## config.mk

```make
export PLATFORM = sky130hd
export DESIGN_NAME = afd_inserter
export DESIGN_NICKNAME = d
export VERILOG_FILES = /design/src/afd_pkg.sv /design/src/afd_word_if.sv /design/src/afd_inserter.sv /design/src/afd_word_fmt.sv
export VERILOG_INCLUDE_DIRS = /design/src
export SDC_FILE = /design/constraint.sdc
export NUM_CORES = 1
export LEC_CHECK = 0
export BUFFER_PORTS_ARGS = -buffer_cell sky130_fd_sc_hd__buf_2
export CAP_MARGIN = 15
export CORE_AREA = 2 2 214 216
export DETAILED_ROUTE_END_ITERATION = 7
export DIE_AREA = 0 0 216 218
export GPL_ROUTABILITY_DRIVEN = 0
export GPL_TIMING_DRIVEN = 0
export PLACE_DENSITY_LB_ADDON = 0.08
export SYNTH_ARGS = -nofsm -noshare
export SYNTH_HDL_FRONTEND = slang
export SYNTH_HIERARCHICAL = 1
export SYNTH_SLANG_ARGS = --single-unit
export TNS_END_PERCENT = 10
```

## constraint.sdc

```tcl
create_clock -name clk -period 5.4 [get_ports clk]
set_input_delay 0 -clock clk [delete_from_list [all_inputs] [get_ports clk]]
set_output_delay 0 -clock clk [all_outputs]
set_load 0.005 [all_outputs]
```

## src/afd_regs.svh

```systemverilog
`ifndef AFD_REGS_SVH
`define AFD_REGS_SVH
// Register indices on the plain register port
`define AFD_REG_CTRL 4'h0
`define AFD_REG_DID 4'h1
`define AFD_REG_SDID 4'h2
`define AFD_REG_DC 4'h3
`define AFD_REG_CS 4'h4
`define AFD_REG_LINE 4'h5
`define AFD_REG_OFFSET 4'h6
`define AFD_REG_STATUS 4'h7
`define AFD_REG_UDW0 4'h8
// Control field positions
`define AFD_CTRL_MODE_LO 0
`define AFD_CTRL_MODE_HI 1
`define AFD_CTRL_PAR_MAN 2
`define AFD_CTRL_CS_MAN 3
`define AFD_CTRL_CHROMA 4
// Reset values
`define AFD_DID_RST 10'h041
`define AFD_SDID_RST 10'h005
`define AFD_DC_RST 4'h8
`define AFD_LINE_RST 11'h009
`define AFD_OFFSET_RST 12'h000
// Packet layout
`define AFD_UDW_MAX 4'h8
`define AFD_ADF0 10'h000
`define AFD_ADF1 10'h3FF
`define AFD_POS_DID 3'h3
`define AFD_POS_DC 3'h5
`define AFD_HDR_LEN 12'h007
`endif

```

## src/afd_pkg.sv

```systemverilog
package afd_pkg;
	typedef enum logic [1:0] {
		AFD_OUT_DISABLE,
		AFD_OUT_CONTINUOUS,
		AFD_OUT_SINGLE,
		AFD_OUT_SPARE
	} afd_mode_type;
	typedef enum {
		AFD_IDLE,
		AFD_HEAD,
		AFD_USER,
		AFD_SUM
	} afd_state_type;
endpackage

```

## src/afd_word_if.sv

```systemverilog
`timescale 1ns/100ps
`default_nettype none
interface afd_word_if;
	logic [9:0] raw;
	logic auto_par;
	logic clr;
	logic add;
	logic [9:0] word;
	logic [8:0] sum;
	modport fmt (input raw, input auto_par, input clr, input add, output word, output sum);
	modport user (output raw, output auto_par, output clr, output add, input word, input sum);
endinterface
`default_nettype wire
```

## src/afd_inserter.sv

```systemverilog
// Added by the designer: the placing of the registers and strobed register access.
`timescale 1ns/100ps
`default_nettype none
`include "afd_regs.svh"
// Overview of operation
// - Packet carries identifier 0x41, secondary identifier 0x05, count of 8 words.
// - First user word holds aspect flag (1 = 16:9) beside four-bit format code.
// - Fourth user word: top, bottom, left, right bar flags high, low nibble zero.
// - Two sixteen-bit bar values in words five to eight, upper byte first.
// - User words are eight-bit; automatic parity appends parity bits by default.
// - Continuous output mode repeats insertion into the active stream.
// - Auto parity sends eight data bits; manual sends all ten stored bits.
// - Checksum either computed automatically or taken from a manual value.
// - Line or sample offset out of range blocks insertion.
// - Word count states user words sent, exactly that many before checksum.
module afd_inserter
	import afd_pkg::*;
(
	// Clock and reset
	input wire logic clk,
	input wire logic rst_b,
	// Register port
	input wire logic [3:0] reg_addr,
	input wire logic [15:0] reg_wdata,
	input wire logic reg_wr,
	input wire logic reg_rd,
	output logic [15:0] reg_rdata,
	// Video timing and format limits
	input wire logic [10:0] line_num,
	input wire logic [11:0] sample_num,
	input wire logic in_vertical_ancillary_space,
	input wire logic [10:0] vertical_ancillary_space_first_line,
	input wire logic [10:0] vertical_ancillary_space_last_line,
	input wire logic [11:0] active_width,
	// Video stream
	input wire logic [9:0] luma_in,
	input wire logic [9:0] chroma_in,
	output logic [9:0] luma_out,
	output logic [9:0] chroma_out,
	output logic inserting
);
	afd_word_if wp ();

	afd_mode_type mode, next_mode;
	logic par_man, next_par_man;
	logic cs_man, next_cs_man;
	logic chroma_sel, next_chroma_sel;
	logic [9:0] did, next_did;
	logic [9:0] sdid, next_sdid;
	logic [3:0] dc, next_dc;
	logic [9:0] cs_val, next_cs_val;
	logic [10:0] line_sel, next_line_sel;
	logic [11:0] offset, next_offset;
	logic [9:0] udw [0:7];
	logic [9:0] next_udw [0:7];
	logic [15:0] next_rdata;
	logic range_err, next_range_err;
	logic [7:0] pkt_count, next_pkt_count;

	afd_state_type state, next_state;
	logic [2:0] pos, next_pos;
	logic [2:0] uidx, next_uidx;
	logic [9:0] cur_word;
	logic [9:0] next_luma, next_chroma;
	logic range_ok;
	logic start;
	logic ctrl_wr;

	function automatic logic hit(input logic [3:0] a, input logic [3:0] idx, input logic s);
		hit = s && (a == idx);
	endfunction

	assign ctrl_wr = hit(reg_addr, `AFD_REG_CTRL, reg_wr);

	always_comb begin
		// One bit of headroom so a large offset cannot wrap past the width check
		range_ok = (line_sel >= vertical_ancillary_space_first_line) && (line_sel <= vertical_ancillary_space_last_line)
			&& (({1'b0, offset} + {1'b0, `AFD_HDR_LEN} + {9'h000, dc}) <= {1'b0, active_width});
		start = (state == AFD_IDLE) && (mode != AFD_OUT_DISABLE) && range_ok
			&& in_vertical_ancillary_space && (line_num == line_sel) && (sample_num == offset);
	end

	// Register writes and readback
	always_comb begin
		next_mode = mode;
		next_par_man = par_man;
		next_cs_man = cs_man;
		next_chroma_sel = chroma_sel;
		next_did = did;
		next_sdid = sdid;
		next_dc = dc;
		next_cs_val = cs_val;
		next_line_sel = line_sel;
		next_offset = offset;
		next_udw = udw;
		next_rdata = 16'h0000;
		if (state == AFD_SUM && mode == AFD_OUT_SINGLE) begin
			next_mode = AFD_OUT_DISABLE;
		end
		if (ctrl_wr) begin
			next_mode = afd_mode_type'(reg_wdata[`AFD_CTRL_MODE_HI:`AFD_CTRL_MODE_LO]);
			next_par_man = reg_wdata[`AFD_CTRL_PAR_MAN];
			next_cs_man = reg_wdata[`AFD_CTRL_CS_MAN];
			next_chroma_sel = reg_wdata[`AFD_CTRL_CHROMA];
		end
		if (hit(reg_addr, `AFD_REG_DID, reg_wr)) begin
			next_did = reg_wdata[9:0];
		end
		if (hit(reg_addr, `AFD_REG_SDID, reg_wr)) begin
			next_sdid = reg_wdata[9:0];
		end
		if (hit(reg_addr, `AFD_REG_DC, reg_wr)) begin
			next_dc = (reg_wdata > 16'h0008) ? `AFD_UDW_MAX : reg_wdata[3:0];
		end
		if (hit(reg_addr, `AFD_REG_CS, reg_wr)) begin
			next_cs_val = reg_wdata[9:0];
		end
		if (hit(reg_addr, `AFD_REG_LINE, reg_wr)) begin
			next_line_sel = reg_wdata[10:0];
		end
		if (hit(reg_addr, `AFD_REG_OFFSET, reg_wr)) begin
			next_offset = reg_wdata[11:0];
		end
		if (reg_wr && reg_addr[3]) begin
			next_udw[reg_addr[2:0]] = reg_wdata[9:0];
		end
		if (reg_rd) begin
			case (reg_addr)
				`AFD_REG_CTRL: next_rdata = {11'h000, chroma_sel, cs_man, par_man, mode};
				`AFD_REG_DID: next_rdata = {6'h00, did};
				`AFD_REG_SDID: next_rdata = {6'h00, sdid};
				`AFD_REG_DC: next_rdata = {12'h000, dc};
				`AFD_REG_CS: next_rdata = {6'h00, cs_val};
				`AFD_REG_LINE: next_rdata = {5'h00, line_sel};
				`AFD_REG_OFFSET: next_rdata = {4'h0, offset};
				`AFD_REG_STATUS: next_rdata = {pkt_count, 6'h00, range_err, (state != AFD_IDLE)};
				default: next_rdata = {6'h00, udw[reg_addr[2:0]]};
			endcase
		end
	end

	always_ff @(posedge clk or negedge rst_b) begin
		if (!rst_b) begin
			mode <= AFD_OUT_DISABLE;
			par_man <= 1'b0;
			cs_man <= 1'b0;
			chroma_sel <= 1'b0;
			did <= `AFD_DID_RST;
			sdid <= `AFD_SDID_RST;
			dc <= `AFD_DC_RST;
			cs_val <= 10'h000;
			line_sel <= `AFD_LINE_RST;
			offset <= `AFD_OFFSET_RST;
			reg_rdata <= 16'h0000;
			for (int i = 0; i < 8; i++) begin
				udw[i] <= 10'h000;
			end
		end else begin
			mode <= next_mode;
			par_man <= next_par_man;
			cs_man <= next_cs_man;
			chroma_sel <= next_chroma_sel;
			did <= next_did;
			sdid <= next_sdid;
			dc <= next_dc;
			cs_val <= next_cs_val;
			line_sel <= next_line_sel;
			offset <= next_offset;
			reg_rdata <= next_rdata;
			udw <= next_udw;
		end
	end

	// Packet sequencer
	always_comb begin
		next_state = state;
		next_pos = pos;
		next_uidx = uidx;
		next_range_err = range_err;
		next_pkt_count = pkt_count;
		wp.raw = 10'h000;
		wp.clr = 1'b0;
		wp.add = 1'b0;
		wp.auto_par = !par_man;
		cur_word = wp.word;
		case (state)
			AFD_IDLE: begin
				wp.clr = 1'b1;
				// Flag holds the last verdict only at the placement point
				if (in_vertical_ancillary_space && line_num == line_sel && sample_num == offset) begin
					next_range_err = !range_ok;
				end
				// Header lands on the offset sample itself, not one later
				if (start) begin
					wp.raw = `AFD_ADF0;
					cur_word = wp.raw;
					next_state = AFD_HEAD;
					next_pos = 3'h1;
				end
			end
			AFD_HEAD: begin
				case (pos)
					3'h0: wp.raw = `AFD_ADF0;
					3'h3: wp.raw = did;
					3'h4: wp.raw = sdid;
					3'h5: wp.raw = {6'h00, dc};
					default: wp.raw = `AFD_ADF1;
				endcase
				// Flag words bypass parity formatting
				if (pos < `AFD_POS_DID) begin
					cur_word = wp.raw;
				end else begin
					wp.add = 1'b1;
				end
				next_pos = pos + 3'h1;
				if (pos == `AFD_POS_DC) begin
					next_uidx = 3'h0;
					next_state = (dc == 4'h0) ? AFD_SUM : AFD_USER;
				end
			end
			AFD_USER: begin
				wp.raw = udw[uidx];
				wp.add = 1'b1;
				next_uidx = uidx + 3'h1;
				if ({1'b0, uidx} == dc - 4'h1) begin
					next_state = AFD_SUM;
				end
			end
			AFD_SUM: begin
				if (cs_man) begin
					wp.raw = cs_val;
				end else begin
					wp.raw = {~wp.sum[8], wp.sum};
					wp.auto_par = 1'b0;
				end
				next_pkt_count = pkt_count + 8'h01;
				next_state = AFD_IDLE;
			end
			default: next_state = AFD_IDLE;
		endcase
	end

	always_comb begin
		inserting = (state != AFD_IDLE) || start;
		next_luma = (inserting && !chroma_sel) ? cur_word : luma_in;
		next_chroma = (inserting && chroma_sel) ? cur_word : chroma_in;
	end

	always_ff @(posedge clk or negedge rst_b) begin
		if (!rst_b) begin
			state <= AFD_IDLE;
			pos <= 3'h0;
			uidx <= 3'h0;
			range_err <= 1'b0;
			pkt_count <= 8'h00;
			luma_out <= 10'h000;
			chroma_out <= 10'h000;
		end else begin
			state <= next_state;
			pos <= next_pos;
			uidx <= next_uidx;
			range_err <= next_range_err;
			pkt_count <= next_pkt_count;
			luma_out <= next_luma;
			chroma_out <= next_chroma;
		end
	end

	afd_word_fmt u_fmt (
		.clk(clk),
		.rst_b(rst_b),
		.wp(wp.fmt)
	);
endmodule // afd_inserter
`default_nettype wire

```

## src/afd_word_fmt.sv

```systemverilog
`timescale 1ns/100ps
`default_nettype none
module afd_word_fmt
	import afd_pkg::*;
(
	// Clock and reset
	input wire logic clk,
	input wire logic rst_b,
	// Word path
	afd_word_if.fmt wp
);
	logic [8:0] sum;
	logic [8:0] next_sum;
	logic par;

	always_comb begin
		par = ^wp.raw[7:0];
		if (wp.auto_par) begin
			wp.word = {~par, par, wp.raw[7:0]};
		end else begin
			wp.word = wp.raw;
		end
	end

	always_comb begin
		next_sum = sum;
		if (wp.clr) begin
			next_sum = 9'h000;
		end else if (wp.add) begin
			next_sum = sum + wp.word[8:0];
		end
	end

	always_ff @(posedge clk or negedge rst_b) begin
		if (!rst_b) begin
			sum <= 9'h000;
		end else begin
			sum <= next_sum;
		end
	end

	assign wp.sum = sum;
endmodule // afd_word_fmt
`default_nettype wire

```

==> out/metrics.yaml <==
status: "completed"
dpl-instance-area_sq_mm: 0.01478
hold_end: "range_err$_DFFE_PN0P_"
crit_path_end_kind: "flop"
required_ps: 5820
pin_count: 139
r2r_end: "luma_out[9]$_DFF_PN0_"
slew_headroom: 0.3351
min_period_ps: 4909
power_density_mw_per_mm2: 331.4
grt_pass1_wl_microns: 71750
crit_type: "reg -> reg"
area_growth_pct: 20.98
num_rows: 78
holdPathStages: 7
viasPerCell: 5.285
drt-total-wl_microns: 47930
post-route-period-util: 0.9090
avgRoutedWirePerCell_microns: 23.28
grt_max_degree: 106
ant_nets: 0
nets: 1605
switchingPower_uw: 1728
peakVddDrop_mv: 0.2270
post-dp-hpwl_microns: 36080
netSwitchingFraction: 0.3250
synthCells: 1231
place_inst: 1973
ys_seq_elements: 204
num_vias: 10880
start_kind: "flop"
seqPwrFrac: 0.396
setup_tns_ps: 0
crit_top_cell: "xnor2_1"
tritoncts: "yes"
async_flop_share: 1.000
rr_startpoint: "uidx[0]$_DFFE_PN0P_"
antenna_found_initial: 3
post-cts-setup-buffers: 0
p_leak_uw: 0.006863
synth.most_common_cell: "dfrtp_1"
drc_errors: 0
clk_latency_ps: 560
hold_path.startpoint: "sample_num[3]"
slew_viol_final: 0
setup_viol_count_final: 0
crit_path_max_fanout: 10
comb_power_share: 0.264
setup_slack_ps: 491.4
final_area_sq_mm: 0.01604
fin_skew_ps: 15.22
r2r_cells: 16
yosysTopAreaCellShare: 0.3718
slowest_stage: "mux4_2"
synth_cell_types: 74
numCtsBuffers: 26
yosys.area.top_type: "dfrtp_1"
core-area_sq_mm: 0.04489
synthFlopType: "dfrtp_1"
gr-total-overflow: 0
dp_slack_ps: 403.8
drt-initial-drc-count: 773
io_buffers: 134
synth_common_cells: "dfrtp_1, mux2_2, nand2_1"
clk_path_buf_depth: 3
avgSynthCellArea_sq_um: 10.77
critPathArrivalTime_ps: 5330
die_w_microns: 216
yosys-top-cells-area: "dfrtp_1, mux2_2, mux4_2"
final_cell_count_no_fill: 2059
crit_path_cell_trace: "clkbuf_1, buf_2, mux4_2, mux2_2, a222oi_1, nor2_1, xnor2_1, xnor2_1, xnor2_1, nand2_1, o21ai_0, or2_2, a32oi_1, nand2_1, nor4_1, nor3_1"
cts.sink_count: 204
clk_pin_slew_ps: 60
power_frac_clock: 0.339
syn_nets: 1399
drt_pre_antenna_iters: 5
start_util: 0.2953
clock_tree.root_cell: "clkbuf_16"
worst_path_largest_cell_delay_ps: 560
dieArea_sq_mm: 0.04709
grt_pass1_vias: 11010
tightest_slew_ps: 989.8
max_freq_mhz: 203.7
fp.dieH_microns: 218
intPower_uw: 3588
drive_above_1_share: 0.3022
finalHoldViolCount: 0
seq_area_frac_synth: 0.3857
hold_class: "in -> reg"
gr-usage-all-layers: 0.2030
ys_warn_count: 6
netlist_area_sq_mm: 0.01326
maxCapViolCount: 0
synth_edf_count: 0
htreeDepth: 1
rsz0062_at_grt: "false"
regToRegSetupSlack_ps: 490
[layout by cell type, fill, tap and decap left out, types with 21 or more instances in the layout]
master and instances:
buf_2 143, ha_1 64, mux4_2 41, dfrtp_1 197
nand3_1 26, xnor2_1 24, nand2_1 82, xor2_1 29
nor4_1 21, a21oi_1 38, dlygate4sd3_1 37, inv_1 59
clkbuf_1 62, mux2_2 161, clkbuf_16 26, nor2_1 58
nor3_1 23, nand4_1 34
[layer usage]
metal	GRT usage	vias to the layer above	share of wire
met3	0.03236	59	0.051
met4	0.05890	0	0.030
met2	0.3328	308	0.46
met5	0	-	0
li1	-	5057	-
met1	0.2769	5457	0.46
[flip-flops by register name (all words and copies together), names as in the netlist, 4 cells and up]
signal / count
chroma_out: 10
sdid: 10
luma_out: 10
line_sel: 11
reg_rdata: 16
did: 10
u_fmt/wp.sum: 9
offset: 12
udw: 80
dc: 4
pkt_count: 8
cs_val: 10
[area by class of cell]
| cell class | count | area, sq um |
|---|---|---|
| Inverter | 61 | 229.0 |
| Antenna cell | 3 | 7.507 |
| Buffer | 86 | 374.1 |
| Timing Repair Buffer | 179 | 1139 |
| Clock buffer | 39 | 779.5 |
| Fill cell | 4543 | 28850 |
| Sequential cell | 204 | 5114 |
| Multi-Input combinational cell | 879 | 7540 |
| Tap cell | 600 | 750.7 |
| Clock inverter | 8 | 107.6 |
[power groups by stage]
| stage | combinational [uW] | sequential (uW) | clock, uW |
|---|---|---|---|
| final | 1400 | 2110 | 1800 |
| after global placement | 1370 | 2130 | 0 |
| after floorplan | 979 | 2000 | 0 |
| after global routing | 1560 | 2140 | 1920 |
| after detailed placement | 1390 | 2140 | 0 |
| after CTS | 1420 | 2110 | 1860 |
[what timing repair did]
item	CTS	global route
hold buffers	37	0
endpoints found under the setup margin	0	4
resized for setup	0	2
hold endpoints to repair	172	0
[cell families (layout without fill, tap and decap cells)]
kind of cell    Yosys count  in the layout  share of synthesized area
mux                     220            220                     0.2200
compound gates          222            222                     0.1253
xor+xnor                 53             53                    0.03501
flops                   204            204                     0.3857
fa+ha+maj                66             66                    0.06341
buf+inv                 148            373                    0.04567
other cells               0              3                          0
simple gates            318            318                     0.1249
[through the flow]
stage | power, uW | hold slack (ps) | util
5_1_grt | 5618 | 71.53 | 0.3571
6_report | 5315 | 47.70 | 0.3573
4_1_cts | 5381 | 43.87 | 0.3572
3_5_place_dp | 3526 | 137.6 | 0.3292
3_3_place_gp | 3495 | 299.0 | 0.3270
2_1_floorplan | 2975 | -295.6 | -
[worst max-delay path by stage]
stage               cells after the start                           to           startpoint  slack [ps]
floorplan                              18  u_fmt/wp.sum[8]$_DFFE_PN0P_   pos[2]$_DFFE_PN0P_        1060
global placement                       18  u_fmt/wp.sum[8]$_DFFE_PN0P_   pos[2]$_DFFE_PN0P_         350
detailed placement                     18  u_fmt/wp.sum[8]$_DFFE_PN0P_   pos[2]$_DFFE_PN0P_         400
CTS                                    18  u_fmt/wp.sum[8]$_DFFE_PN0P_   pos[2]$_DFFE_PN0P_         370
global route                           17  u_fmt/wp.sum[8]$_DFFE_PN0P_   pos[2]$_DFFE_PN0P_          90
finish                                 16        luma_out[9]$_DFF_PN0_  uidx[0]$_DFFE_PN0P_         490
[worst max-delay path, delay by kind of cell, from the launching register on]
kind,cells,cell delay (ps)
AND/OR/NAND/NOR,6,1170
AO/OA/AOI/OAI,3,960
buffers and inverters,2,900
multiplexers,2,880
XOR/XNOR,3,500
flip-flops,1,340
Power figures use the tool's default switching activity.
